File: config.mk
export PLATFORM = sky130hd
export DESIGN_NAME = mtt_top
export DESIGN_NICKNAME = d
export VERILOG_FILES = /design/src/verilog/mtt_pkg.sv /design/src/verilog/mtt_top.sv
export VERILOG_INCLUDE_DIRS = /design/src /design/src/verilog
export SDC_FILE = /design/constraint.sdc
export NUM_CORES = 1
export LEC_CHECK = 0
export BUFFER_PORTS_ARGS = -buffer_cell sky130_fd_sc_hd__buf_2
export CORE_MARGIN = 2
export CORE_UTILIZATION = 55
export DETAILED_ROUTE_END_ITERATION = 16
export GPL_TIMING_DRIVEN = 0
export PLACE_DENSITY = 0.81
export SETUP_SLACK_MARGIN = 0.3
export SLEW_MARGIN = 20
export SYNTH_ARGS = -nofsm -noshare
export SYNTH_HDL_FRONTEND = slang
export SYNTH_SLANG_ARGS = --single-unit
File: constraint.sdc
create_clock -name clk_i -period 7.8 [get_ports clk_i]
set_clock_uncertainty 0.05 [all_clocks]
set_input_delay 0.39 -clock clk_i [delete_from_list [all_inputs] [get_ports clk_i]]
set_output_delay 0.39 -clock clk_i [all_outputs]
set_load 0.01 [all_outputs]
File: src/verilog/mtt_defines.svh
// register offsets, field positions, reset values and timing counts
// assumes a 32-bit classic wishbone slave with word-aligned registers
`ifndef MTT_DEFINES_SVH
`define MTT_DEFINES_SVH
`define MTT_OFS_MODE       8'h00
`define MTT_OFS_TIMING     8'h04
`define MTT_OFS_DONE_DLY   8'h08
`define MTT_OFS_END_OFS    8'h0c
`define MTT_OFS_PREAMBLE   8'h10
`define MTT_OFS_CAL        8'h14
`define MTT_OFS_STATUS     8'h18
`define MTT_OFS_GPIO       8'h1c
`define MTT_TM_SMP_DLY_BIT 0
`define MTT_TM_IND_BIT     1
`define MTT_CAL_START_BIT  31
`define MTT_RST_TIMING     16'hfffc
`define MTT_RST_DONE_DLY   16'h0005
`define MTT_RST_END_OFS    16'h0000
`define MTT_RST_PREAMBLE   8'hcc
`define MTT_RST_STAGE_EN   9'h1ff
`define MTT_RST_PRBS       9'h1ff
// delays in tenths of a symbol time
`define MTT_SMP_MIN_TENTHS 8'd12
`define MTT_SMP_LEG_TENTHS 8'd82
`define MTT_DONE_UNIT      20'd12
`define MTT_LEG_DONE_TEN   20'd82
`endif

File: src/verilog/mtt_pkg.sv
// types shared by the modem test and timing block
// assumes mtt_defines.svh holds the numeric constants
`default_nettype none
package mtt_pkg;
  typedef enum logic [2:0] {
    MD_TX_NORMAL  = 3'h0,
    MD_TX_PRBS    = 3'h1,
    MD_TX_PREREP  = 3'h2,
    MD_RX_CONST   = 3'h3,
    MD_RX_DIAG    = 3'h4,
    MD_RX_DIAG_DC = 3'h5,
    MD_RX_NORM    = 3'h6
  } mtt_mode_t;
  typedef enum logic [3:0] {
    CS_IDLE    = 4'h0,
    CS_SETUP   = 4'h1,
    CS_REFI    = 4'h3,
    CS_REFQ    = 4'h2,
    CS_ILO     = 4'h6,
    CS_QLO     = 4'h7,
    CS_HIGH    = 4'h5,
    CS_QHI     = 4'h4,
    CS_IHI     = 4'hc,
    CS_RESTORE = 4'hd
  } mtt_cal_t;
  typedef struct packed {
    logic [9:0] i;
    logic [9:0] q;
  } mtt_iq_t;
  typedef struct packed {
    logic        ack;
    logic [31:0] dat;
    mtt_mode_t   mode;
    logic [1:0]  modsel;
    logic [15:0] tmode;
    logic [15:0] done_dly;
    logic [15:0] end_ofs;
    logic [7:0]  pre_pat;
    logic [8:0]  stage_en;
    logic [3:0]  iters;
    logic [1:0]  gpio_sel;
    logic        gpio_en;
    logic [15:0] tenth_cnt;
    logic [15:0] sym_cnt;
    mtt_cal_t    cal_st;
    logic        busy;
    logic [7:0]  cal_wait;
    logic [3:0]  cal_iter;
    logic        cal_smp;
    logic        done_pend;
    logic [19:0] done_cnt;
    logic        tail_pend;
    logic [19:0] tail_cnt;
    logic        done_flag;
    logic        tail_flag;
    logic        done_pls;
    logic        tail_pls;
    logic        end_seq;
    logic [8:0]  prbs;
    logic [7:0]  pre_rot;
    logic [5:0]  tx_sym;
    logic        tx_vld;
    mtt_iq_t     iq;
    mtt_iq_t     norm;
    logic [3:0]  gpio;
    logic [3:0]  gpio_oe;
  } mtt_state_t;
endpackage : mtt_pkg
`default_nettype wire

File: src/verilog/mtt_top.sv
// transmit timing, calibration sequencing and test/diagnostic modes
// assumes a classic wishbone master on clk_i and synchronous inputs
// What this block does
// setup and restore stages always run
// host pairs high-gain error stages with switch
// timing bit0 picks 1.2 or 8.2 sample delay
// timing bit1 low: tight programmable indication timing
// timing bit1 high: fixed legacy indication delay
// host writes ones to reserved timing bits
// done delay counts in 1.2 symbol steps
// default done delay matches filter end
// end sequence starts offset symbols earlier
// preamble repeats programmed eight-bit pattern
// test mode: prbs or repeated preamble
// 511-bit prbs mapped per modulation
// constellation mode outputs rrc filtered iq
// gpio emits nominal symbol rate pulses
// diagnostic mode outputs channel filtered iq
// dc correction shown as centre point
// normalised output only after frame sync
// normalised samples taken already corrected
// low-gain q stage reads and adjusts q
// calibration end raises transmit done
// one mode held until host changes it
//
// The Wishbone interface to the registers and the placing of the registers were left to the implementer.
`include "mtt_defines.svh"
`default_nettype none
module mtt_top
  import mtt_pkg::*;
#(
  parameter int SYM_CYCLES = 833
) (
  input  wire logic        clk_i,
  input  wire logic        rst_i,
  input  wire logic        cyc_i,
  input  wire logic        stb_i,
  input  wire logic        we_i,
  input  wire logic [7:0]  adr_i,
  input  wire logic [3:0]  sel_i,
  input  wire logic [31:0] dat_i,
  output logic      [31:0] dat_o,
  output logic             ack_o,
  input  wire logic        tx_sym_tick_i,
  input  wire logic        tx_pre_phase_i,
  input  wire logic [15:0] tx_syms_left_i,
  input  wire logic        tx_data_end_i,
  input  wire logic        tx_tail_end_i,
  input  wire mtt_iq_t     rrc_iq_i,
  input  wire mtt_iq_t     chf_iq_i,
  input  wire mtt_iq_t     dc_iq_i,
  input  wire mtt_iq_t     norm_iq_i,
  input  wire logic        frame_sync_i,
  input  wire logic        sym_inst_i,
  output logic      [5:0]  tx_sym_o,
  output logic             tx_sym_vld_o,
  output logic             tx_done_o,
  output logic             tx_tail_o,
  output logic             tx_end_seq_o,
  output logic      [3:0]  cal_stage_o,
  output logic             cal_sample_o,
  output logic             cal_busy_o,
  output mtt_iq_t          iq_out_o,
  output logic      [3:0]  gpio_o,
  output logic      [3:0]  gpio_oe_o
);

  localparam logic [15:0] TENTH_CYC = 16'(SYM_CYCLES / 10);
  localparam logic [15:0] SYM_CYC   = 16'(SYM_CYCLES);
  generate
    if (SYM_CYCLES < 20 || SYM_CYCLES > 65535) begin : g_chk
      $error("mtt_top: SYM_CYCLES out of range");
    end
  endgenerate
  mtt_state_t r;
  mtt_state_t nx;
  // stage order as an index, so skipping stages is a search
  function automatic mtt_cal_t idx2st(input logic [3:0] k);
    mtt_cal_t s;
    unique case (k)
      4'h0: s = CS_SETUP;
      4'h1: s = CS_REFI;
      4'h2: s = CS_REFQ;
      4'h3: s = CS_ILO;
      4'h4: s = CS_QLO;
      4'h5: s = CS_HIGH;
      4'h6: s = CS_QHI;
      4'h7: s = CS_IHI;
      4'h8: s = CS_RESTORE;
      default: s = CS_IDLE;
    endcase
    return s;
  endfunction : idx2st

  function automatic logic [3:0] st2idx(input mtt_cal_t s);
    logic [3:0] k;
    k = 4'h9;
    for (int j = 0; j < 9; j++) begin
      if (idx2st(4'(j)) == s) begin
        k = 4'(j);
      end
    end
    return k;
  endfunction : st2idx

  // first enabled stage at or after index k (restore is always enabled)
  function automatic logic [3:0] next_en(input logic [3:0] k,
                                         input logic [8:0] en);
    logic [3:0] f;
    logic       hit;
    f   = 4'h8;
    hit = 1'b0;
    for (int j = 0; j < 9; j++) begin
      if (!hit && 4'(j) >= k && en[j]) begin
        f   = 4'(j);
        hit = 1'b1;
      end
    end
    return f;
  endfunction : next_en

  logic [8:0]  en_eff;
  logic [3:0]  cur_k;
  logic [3:0]  nxt_k;
  logic [7:0]  smp_dly;
  logic        tenth;
  logic        wr;
  logic        rd;
  logic [2:0]  bps;
  logic [31:0] wd;

  always_comb begin
    nx     = r;
    // setup and restore forced
    en_eff = r.stage_en | 9'h101;
    cur_k  = st2idx(r.cal_st);
    nxt_k  = 4'h0;
    // sample delay select
    smp_dly = r.tmode[`MTT_TM_SMP_DLY_BIT] ? `MTT_SMP_LEG_TENTHS
                                           : `MTT_SMP_MIN_TENTHS;
    tenth = (r.tenth_cnt == 16'h0);
    wr    = cyc_i && stb_i && we_i && !r.ack;
    rd    = cyc_i && stb_i && !we_i && !r.ack;
    wd    = dat_i & {{8{sel_i[3]}}, {8{sel_i[2]}},
                     {8{sel_i[1]}}, {8{sel_i[0]}}};
    unique case (r.modsel)
      2'h1:    bps = 3'd4;
      2'h2:    bps = 3'd6;
      default: bps = 3'd2;
    endcase

    nx.ack      = cyc_i && stb_i && !r.ack;
    nx.tenth_cnt = tenth ? TENTH_CYC - 16'h1 : r.tenth_cnt - 16'h1;
    nx.cal_smp  = 1'b0;
    nx.done_pls = 1'b0;
    nx.tail_pls = 1'b0;
    nx.tx_vld   = 1'b0;

    // register writes; a bad mode code is ignored
    if (wr) begin
      unique case (adr_i)
        `MTT_OFS_MODE: begin
          // mode held until rewritten
          if (sel_i[0] && wd[2:0] != 3'h7) begin
            nx.mode = mtt_mode_t'(wd[2:0]);
          end
          if (sel_i[0]) begin
            nx.modsel = wd[5:4];
          end
        end
        `MTT_OFS_TIMING:   nx.tmode    = wd[15:0];
        `MTT_OFS_DONE_DLY: nx.done_dly = wd[15:0];
        `MTT_OFS_END_OFS:  nx.end_ofs  = wd[15:0];
        `MTT_OFS_PREAMBLE: begin
          nx.pre_pat = wd[7:0];
          nx.pre_rot = wd[7:0];
        end
        `MTT_OFS_CAL: begin
          nx.stage_en = wd[8:0];
          nx.iters    = wd[15:12];
          if (wd[`MTT_CAL_START_BIT] && r.cal_st == CS_IDLE) begin
            nx.cal_st   = CS_SETUP;
            nx.cal_wait = smp_dly;
            nx.cal_iter = wd[15:12];
          end
        end
        `MTT_OFS_STATUS: begin
          if (wd[0]) nx.done_flag = 1'b0;
          if (wd[1]) nx.tail_flag = 1'b0;
        end
        `MTT_OFS_GPIO: begin
          nx.gpio_sel = wd[1:0];
          nx.gpio_en  = wd[4];
        end
        default: ;
      endcase
    end

    // unmapped and write-only addresses read as zero
    nx.dat = 32'h0;
    if (rd) begin
      unique case (adr_i)
        `MTT_OFS_MODE:     nx.dat = {26'h0, r.modsel, 1'b0, r.mode};
        `MTT_OFS_DONE_DLY: nx.dat = {16'h0, r.done_dly};
        `MTT_OFS_END_OFS:  nx.dat = {16'h0, r.end_ofs};
        `MTT_OFS_PREAMBLE: nx.dat = {24'h0, r.pre_pat};
        `MTT_OFS_CAL:      nx.dat = {16'h0, r.iters, 3'h0, r.stage_en};
        `MTT_OFS_STATUS:   nx.dat = {24'h0, r.cal_st, frame_sync_i,
                                     r.cal_st != CS_IDLE, r.tail_flag,
                                     r.done_flag};
        `MTT_OFS_GPIO:     nx.dat = {27'h0, r.gpio_en, 2'h0, r.gpio_sel};
        default:           nx.dat = 32'h0;
      endcase
    end

    // calibration sequencer, one sample per stage after the delay
    if (r.cal_st != CS_IDLE && tenth) begin
      if (r.cal_wait != 8'h0) begin
        nx.cal_wait = r.cal_wait - 8'h1;
      end else begin
        // q low-gain stage sampled after settling
        nx.cal_smp  = 1'b1;
        nx.cal_wait = smp_dly;
        nxt_k = next_en(cur_k + 4'h1, en_eff);
        if ((cur_k == 4'h3 || cur_k == 4'h4) && nxt_k > 4'h4 &&
            r.cal_iter != 4'h0) begin
          nx.cal_iter = r.cal_iter - 4'h1;
          nxt_k = next_en(4'h3, en_eff);
        end else if ((cur_k == 4'h6 || cur_k == 4'h7) && nxt_k > 4'h7 &&
                     r.cal_iter != 4'h0) begin
          nx.cal_iter = r.cal_iter - 4'h1;
          nxt_k = next_en(4'h6, en_eff);
        end else if (cur_k == 4'h4 || cur_k == 4'h3) begin
          nx.cal_iter = r.iters;
        end
        if (r.cal_st == CS_RESTORE) begin
          nx.cal_st = CS_IDLE;
          // calibration end signals done
          nx.done_pls  = 1'b1;
          nx.done_flag = 1'b1;
        end else begin
          nx.cal_st = idx2st(nxt_k);
        end
      end
    end

    // indication delays, counted in tenth-symbol ticks
    if (r.done_pend && tenth) begin
      if (r.done_cnt == 20'h0) begin
        nx.done_pend = 1'b0;
        nx.done_pls  = 1'b1;
        nx.done_flag = 1'b1;
      end else begin
        nx.done_cnt = r.done_cnt - 20'h1;
      end
    end
    if (r.tail_pend && tenth) begin
      if (r.tail_cnt == 20'h0) begin
        nx.tail_pend = 1'b0;
        nx.tail_pls  = 1'b1;
        nx.tail_flag = 1'b1;
      end else begin
        nx.tail_cnt = r.tail_cnt - 20'h1;
      end
    end
    if (tx_data_end_i) begin
      nx.done_pend = 1'b1;
      // programmable delay, tenth-symbol jitter
      // units of 1.2 symbols
      // legacy fixed delay
      nx.done_cnt = r.tmode[`MTT_TM_IND_BIT] ? `MTT_LEG_DONE_TEN
                    : 20'(r.done_dly) * `MTT_DONE_UNIT;
    end
    if (tx_tail_end_i) begin
      nx.tail_pend = 1'b1;
      nx.tail_cnt  = r.tmode[`MTT_TM_IND_BIT] ? `MTT_LEG_DONE_TEN
                     : 20'(r.done_dly) * `MTT_DONE_UNIT;
    end

    // end sequence earlier by offset
    nx.end_seq = tx_sym_tick_i && tx_syms_left_i == r.end_ofs;

    // transmit symbols, msb first, bits per symbol from modulation
    if (tx_sym_tick_i) begin
      nx.tx_vld = (r.mode == MD_TX_PRBS) || (r.mode == MD_TX_PREREP) ||
                  (r.mode == MD_TX_NORMAL && tx_pre_phase_i);
      nx.tx_sym = 6'h0;
      for (int b = 0; b < 6; b++) begin
        if (3'(b) < bps) begin
          if (r.mode == MD_TX_PRBS) begin
            // x^9 + x^5 + 1 generator
            nx.tx_sym = {nx.tx_sym[4:0], nx.prbs[8]};
            nx.prbs   = {nx.prbs[7:0], nx.prbs[8] ^ nx.prbs[4]};
          end else begin
            // repeating preamble pattern
            // continuous preamble test
            nx.tx_sym  = {nx.tx_sym[4:0], nx.pre_rot[7]};
            nx.pre_rot = {nx.pre_rot[6:0], nx.pre_rot[7]};
          end
        end
      end
      if (!nx.tx_vld) begin
        nx.tx_sym  = 6'h0;
        nx.prbs    = r.prbs;
        nx.pre_rot = r.pre_rot;
      end
    end

    // receive diagnostic output path
    if (!frame_sync_i) begin
      nx.norm = '0;
    end else if (sym_inst_i) begin
      // sample at symbol instant after sync
      // input already frequency and gain corrected
      nx.norm = norm_iq_i;
    end
    unique case (r.mode)
      // rrc filtered iq
      MD_RX_CONST:   nx.iq = rrc_iq_i;
      // channel filtered iq
      MD_RX_DIAG:    nx.iq = chf_iq_i;
      // dc estimate one sample per symbol
      MD_RX_DIAG_DC: nx.iq = sym_inst_i ? dc_iq_i : chf_iq_i;
      MD_RX_NORM:    nx.iq = r.norm;
      default:       nx.iq = '0;
    endcase

    // free-running nominal symbol rate trigger
    nx.sym_cnt = (r.sym_cnt == 16'h0) ? SYM_CYC - 16'h1
                                      : r.sym_cnt - 16'h1;
    nx.gpio    = 4'h0;
    nx.gpio_oe = 4'h0;
    if (r.gpio_en) begin
      nx.gpio_oe[r.gpio_sel] = 1'b1;
      nx.gpio[r.gpio_sel]    = (r.sym_cnt == 16'h0);
    end
    nx.busy    = (nx.cal_st != CS_IDLE);
  end

  always_ff @(posedge clk_i) begin
    if (rst_i) begin
      r          <= '0;
      r.tmode    <= `MTT_RST_TIMING;
      // default aligns with filter end
      r.done_dly <= `MTT_RST_DONE_DLY;
      r.end_ofs  <= `MTT_RST_END_OFS;
      r.pre_pat  <= `MTT_RST_PREAMBLE;
      r.pre_rot  <= `MTT_RST_PREAMBLE;
      r.stage_en <= `MTT_RST_STAGE_EN;
      r.prbs     <= `MTT_RST_PRBS;
    end else begin
      r <= nx;
    end
  end

  assign dat_o        = r.dat;
  assign ack_o        = r.ack;
  assign tx_sym_o     = r.tx_sym;
  assign tx_sym_vld_o = r.tx_vld;
  assign tx_done_o    = r.done_pls;
  assign tx_tail_o    = r.tail_pls;
  assign tx_end_seq_o = r.end_seq;
  assign cal_stage_o  = r.cal_st;
  assign cal_sample_o = r.cal_smp;
  assign cal_busy_o   = r.busy;
  assign iq_out_o     = r.iq;
  assign gpio_o       = r.gpio;
  assign gpio_oe_o    = r.gpio_oe;

endmodule : mtt_top
`default_nettype wire
# Word-level counts from Yosys, hierarchy flattened
# Memory sizes are Yosys's and may differ from the RTL's.
# Cells that the tools add are included.
[totals]
register_bits = 265
romBits = 64
input_bits = 151
output_inout_bits = 77
wordCells = 383
n_memories = 1
[op_classes]
add_sub_neg = 7
mul = 1
magnitude_cmp = 19
eq_ne = 34
muxes = 170
bitwise = 14
reduce_logical = 97
[mem_list]
columns = ["name", "depth", "word_bits", "read_ports", "rd_ports_with_merged_regs", "wr", "line", "rtl"]
rows = [
  ["(name not given)", 16, 4, 1, 0, 0, "mtt_top.sv:80", "unique case (k)"],
]
[ops]
columns = ["op", "n"]
rows = [
  ["two-way mux 23 bit", 11],
  ["two-way mux 4 bit", 42],
  ["case mux 16 bit (7 select lines)", 1],
  ["two-way mux 21 bit", 4],
  ["two-way mux 20 bit", 4],
  ["case mux 20 bit (4 select lines)", 1],
  ["two-way mux 1 bit", 78],
  ["two-way mux 8 bit", 9],
  ["two-way mux 9 bit", 6],
  ["zero test 20 bit", 2],
  ["subtractor 20 x 1 -> 20 bit (second input constant)", 2],
  ["logical AND 1 bit", 38],
  ["two-way mux 12 bit", 3],
  ["AND 32 bit", 1],
  ["equality test 8 x 5 -> 1 bit (second input constant)", 4],
  ["zero test 16 bit", 2],
  ["subtractor 16 x 1 -> 16 bit (second input constant)", 2],
  ["AND reduction 2 bit", 11],
  ["multiplier 16 x 2 -> 18 bit (second input constant)", 1],
  ["equality test 16 bit", 1],
  ["equality test 3 x 4 -> 1 bit (first input constant)", 4],
  ["equality test 8 x 4 -> 1 bit (second input constant)", 2],
  [">= comparator 3 x 4 -> 1 bit (first input constant)", 4],
  ["OR reduction 2 bit", 8],
  ["other kinds (48)", 101],
]

# Depth between registers and ports, before layout
# An unclocked memory read counts as a cell.
[logic_depth]
ltp_word = 101
mapped_depth = 16
depth_no_buf = 14

# Worst setup path before layout
# OpenSTA, ideal clock, no wires.
[synth_timing]
path_kind = "reg2reg"
from = "reg r (netlist bit cal_stage_o[1])"
to = "reg r (netlist bit cal_busy_o)"
setup_ps = 132
arrival_ps = 3752
required_time_ps = 7618
path_slack_ps = 3867
stages_incl_launch_ff = 16
n_path_buf = 1
period_less_slack_ps = 3933
cell_sequence = "dfxtp_1 -> buf_1 -> xor2_1 -> xnor2_1 -> o21ai_0 -> inv_1 -> ha_1 -> nand2b_1 -> a2111o_1 -> and3_1 -> o21ai_0 -> nand3_1 -> o22a_1 -> or4_1 -> o2111a_1 -> nand4bb_1"
[synth_via]
elab_chain_len = 74
elab_cells_between_ends = 115
cone_classes = "1 x add/sub; 11 x order compare; 14 x eq/ne; 54 x mux; 34 x reduce/logical; 1 x memory"
[synth_rtl]
columns = ["element", "line", "rtl"]
rows = [
  ["from (decl)", "mtt_top.sv:75", "mtt_state_t r;"],
  ["from (signal assigned)", "mtt_top.sv:352", "r <= nx;"],
  ["equality test 1 x 4 -> 1 bit", "mtt_top.sv:99", "if (idx2st(4'(j)) == s) begin"],
  ["two-way mux 4 bit (9 in a row)", "mtt_top.sv:99", ""],
  ["adder 4 x 1 -> 4 bit", "mtt_top.sv:224", "nxt_k = next_en(cur_k + 4'h1, en_eff);"],
  [">= comparator 1 x 4 -> 1 bit", "mtt_top.sv:114", "if (!hit && 4'(j) >= k && en[j]) begin"],
  ["two-way mux 1 bit", "mtt_top.sv:114", ""],
  ["two-way mux 1 bit", "mtt_top.sv:218", "if (r.cal_wait != 8'h0) begin"],
  ["two-way mux 1 bit", "mtt_top.sv:217", "if (r.cal_st != CS_IDLE && tenth) begin"],
  ["zero test 1 bit", "mtt_top.sv:114", ""],
  ["[50 not listed]", "--", ""],
  ["two-way mux 4 bit", "mtt_top.sv:225", "if ((cur_k == 4'h3 || cur_k == 4'h4) && nxt_k > 4'h4 &&"],
  ["two-way mux 4 bit", "mtt_top.sv:218", ""],
  ["two-way mux 4 bit", "mtt_top.sv:217", ""],
  ["memory read (16 x 4 bit)", "--", ""],
  ["two-way mux 4 bit", "mtt_top.sv:236", "if (r.cal_st == CS_RESTORE) begin"],
  ["two-way mux 4 bit", "mtt_top.sv:218", ""],
  ["two-way mux 4 bit (*)", "mtt_top.sv:217", ""],
  ["nonzero test 4 bit (*)", "mtt_top.sv:337", "nx.busy = (nx.cal_st != CS_IDLE);"],
]
# Mark *: on every way between the ends. The rest lies on a longest branch, timed or not. The select of a mux whose other input is x is not followed.
# A chain may end at the register's enable or synchronous reset.

# Worst setup path in the final report
# Ends and elaborated chain as after synthesis.

==> reports/summary.txt <==
status: finished, final reports clean
PwrDens: 213.7 nW/um^2
Tcrit/Tclk final: 62.92%
minimum clock period: 4.908 ns
Synth-to-Final Area Change: 17.36%
Final Util: 65.66%
HP Start: norm_iq_i[14]
share of post-route cells with drive strength above 1: 18.21%
GRT overflow: 0
crit path capture type: flip-flop
post-synthesis adder-cell area fraction: 2.814%
first-pass GRT wire length: 67.05 mm
largest net degree at the start of global routing: 14
TritonCTS clock tree: yes
max_cap viols: 0
Setup Viol. Count Final: 0
leakage: 6.614 nW
Port-buffer cells: 192
Worst Path Required: 8.15 ns
sequential area share after synthesis: 36.63%
Die X: 161.3 um
most frequent cells after synthesis: nor2_1, dfxtp_1, a21oi_1
setup_tns: 0 ns
r2r endpoint: cal_busy_o
share of the synthesized area in the top cell type: 36.63%
YS warnings: 0
Post-Syn Instances: 1693
number of global-route vias before repair: 12.87k
clock sinks: 249
critical path class: reg2reg
Peak Freq: 203.8 MHz
Total GRT Usage: 31.78%
worst reg2reg setup slack: 2.89 ns
post-synthesis compound-gate area fraction: 21.10%
Synth area leader: dfxtp_1
Worst Max-Slew Pin Slew: 1.137 ns
RSZ-0062 raised after global routing: no
Hold Buf Count CTS: 0
Initial DRC Count: 1452
root buffer cell: clkbuf_16
GP Congestion: 0.9744
clock slew at reported path FFs: 0.06 ns
post-CTS sizing: 0
Worst Hold Path EP: r[22]
number of enable flip-flop cells after synthesis: 0
die height: 161.3 um
Post-Synth Simple-Gate Area: 22.08%
Std-Cell Rows: 57
largest family of logic cells by synthesized area: simple AND/OR/NAND/NOR gates
Final ANT Viol Nets: 0
cts bufs inserted: 27
Worst VDD drop: 0.0001873 V
antenna violations before repair: 0
FF-to-FF path depth: 15
mapped cell area: 13610 um^2
drt first pass iters: 6
prevailing post-synth register cell: dfxtp_1
slew margin rel.: 23.64%
hold path cells: 3
Routed WL per cell: 19.09 um
pre-CTS setup slack: 3.008 ns
Final #Nets: 2110
Total Wirelength: 43.40 mm
Via Count: 13.63k
Critical Path Fanout Max: 10
count leader, synth: nor2_1
Worst-Skew Late Latency: 0.55 ns
post-synthesis register bit count: 249
multiplexer area fraction after synthesis: 3.255%
xor/xnor share of the synthesized area: 6.566%
worst setup margin: 2.892 ns
startpoint types: flip-flop
worst hold margin: 0.02531 ns
Power Total: 0.003412 W
post-route DRC violation count: 0
worst hold path class: in2reg
post-DR vias/cell: 5.998
Synth area leaders: dfxtp_1, nor2_1, a21oi_1
Die ar.: 26010 um^2
Hold Vio Cnt, Final: 0
Setup Buffers After CTS: 0
htree depth: 1
post-synth cell types: 90
maximum root-to-sink buffer count: 3
Starting Density: 55.95%
RR Startpoint: cal_stage_o[1]
Avg Inst Size Synth: 8.037 um^2
Core Area: 24320 um^2
Arr. time, crit path: 5.26 ns
diode count: 0
fraction of registers with async set/reset: 0%
HPWL Detailed: 32.34 mm
I/O Pins: 228
Max Slew Vio Count: 0
## how the worst max path moves through the flow
stage | startpoint | endpoint | slack, ns
after floorplan | cal_stage_o[1] | cal_busy_o | 3.87
after global placement | cal_stage_o[0] | cal_busy_o | 3.04
after detailed placement | cal_stage_o[2] | cal_busy_o | 3.01
after CTS | cal_stage_o[2] | cal_busy_o | 2.97
after global routing | cal_stage_o[2] | cal_busy_o | 2.70
final | cal_stage_o[1] | cal_busy_o | 2.89
## cell usage in the layout, fill, tap and decap left out, types with 31 or more instances in the layout
cell type | synthesis | layout
xnor2_1 | 53 | 53
nor3_1 | 54 | 54
xor2_1 | 49 | 49
o21ai_0 | 47 | 47
dfxtp_1 | 249 | 249
inv_1 | 38 | 38
buf_4 | 71 | 71
clkbuf_1 | 79 | 82
nor2_1 | 267 | 267
a211oi_1 | 31 | 31
mux2i_1 | 33 | 33
a22oi_1 | 66 | 66
nand2_1 | 134 | 134
a21oi_1 | 136 | 136
buf_2 | 5 | 197
## worst max-delay path, cell delays in order, from the launching register on
cell and delay [ns]:
dfxtp_1 0.44, buf_1 0.49, xor2_1 0.16, xnor2_1 0.16
o21ai_0 0.31, inv_1 0.15, ha_1 0.21, nand2b_1 0.22
a2111o_1 0.47, and3_1 0.18, o21ai_0 0.57, nand3_1 0.25
o22a_1 0.27, or4_1 0.48, o2111a_1 0.16, nand4bb_1 0.20
## report_power, final
group          internal, W  switching, W
Clock             0.000801      0.000541
Combinational     0.000267      0.000351
Sequential         0.00137     0.0000848
Total              0.00244      0.000976
## cells by family (layout without fill, tap and decap cells)
kind of cell | after synthesis | count (layout)
adders and majority gates | 30 | 30
DFF | 249 | 249
xor gates and xnor gates | 102 | 102
buffers and inverters | 200 | 441
and+or+nand+nor | 638 | 638
other | 1 | 16
muxes | 43 | 43
AOI/OAI and AO/OA | 430 | 430
## flip-flops by register name, indices dropped and copies added, names as in the netlist
signal and flops:
gpio_o 4, tx_sym_o 6, tx_sym_vld_o 1, gpio_oe_o 4, ack_o 1, cal_busy_o 1
cal_sample_o 1, r 181, tx_end_seq_o 1, en_eff 7, tx_tail_o 1, tx_done_o 1
dat_o 16, cal_stage_o 4, iq_out_o 20
## metrics by stage
| step | instances | area [um^2] |
|---|---|---|
| 2_1_floorplan | 1708 | 13660 |
| 3_3_place_gp | 2224 | 15030 |
| 3_5_place_dp | 2224 | 15030 |
| 4_1_cts | 2273 | 15970 |
| 5_1_grt | 2273 | 15970 |
| 6_report | 2273 | 15970 |
## final cells by class
cell class / count / area (um^2)
clock inverter: 12 / 151.4
sequential: 249 / 4985
inverter: 38 / 142.6
multi-input combinational: 1259 / 7660
timing repair buffer: 192 / 960.9
clock buffer: 37 / 783.3
fill: 2127 / 8351
tap: 324 / 405.4
buffer: 162 / 880.8
## layer usage
layer | up-vias | wire length, um | part of all wire [%] | global-route usage, %
li1 | 6406 | - | - | -
met1 | 6467 | 17370 | 40 | 40.62
met2 | 627 | 20600 | 47 | 53.02
met3 | 133 | 3559 | 8.2 | 5.727
met4 | 0 | 1867 | 4.3 | 13.35
met5 | - | 0 | 0 | 0
(Power assumes the default switching activity.)
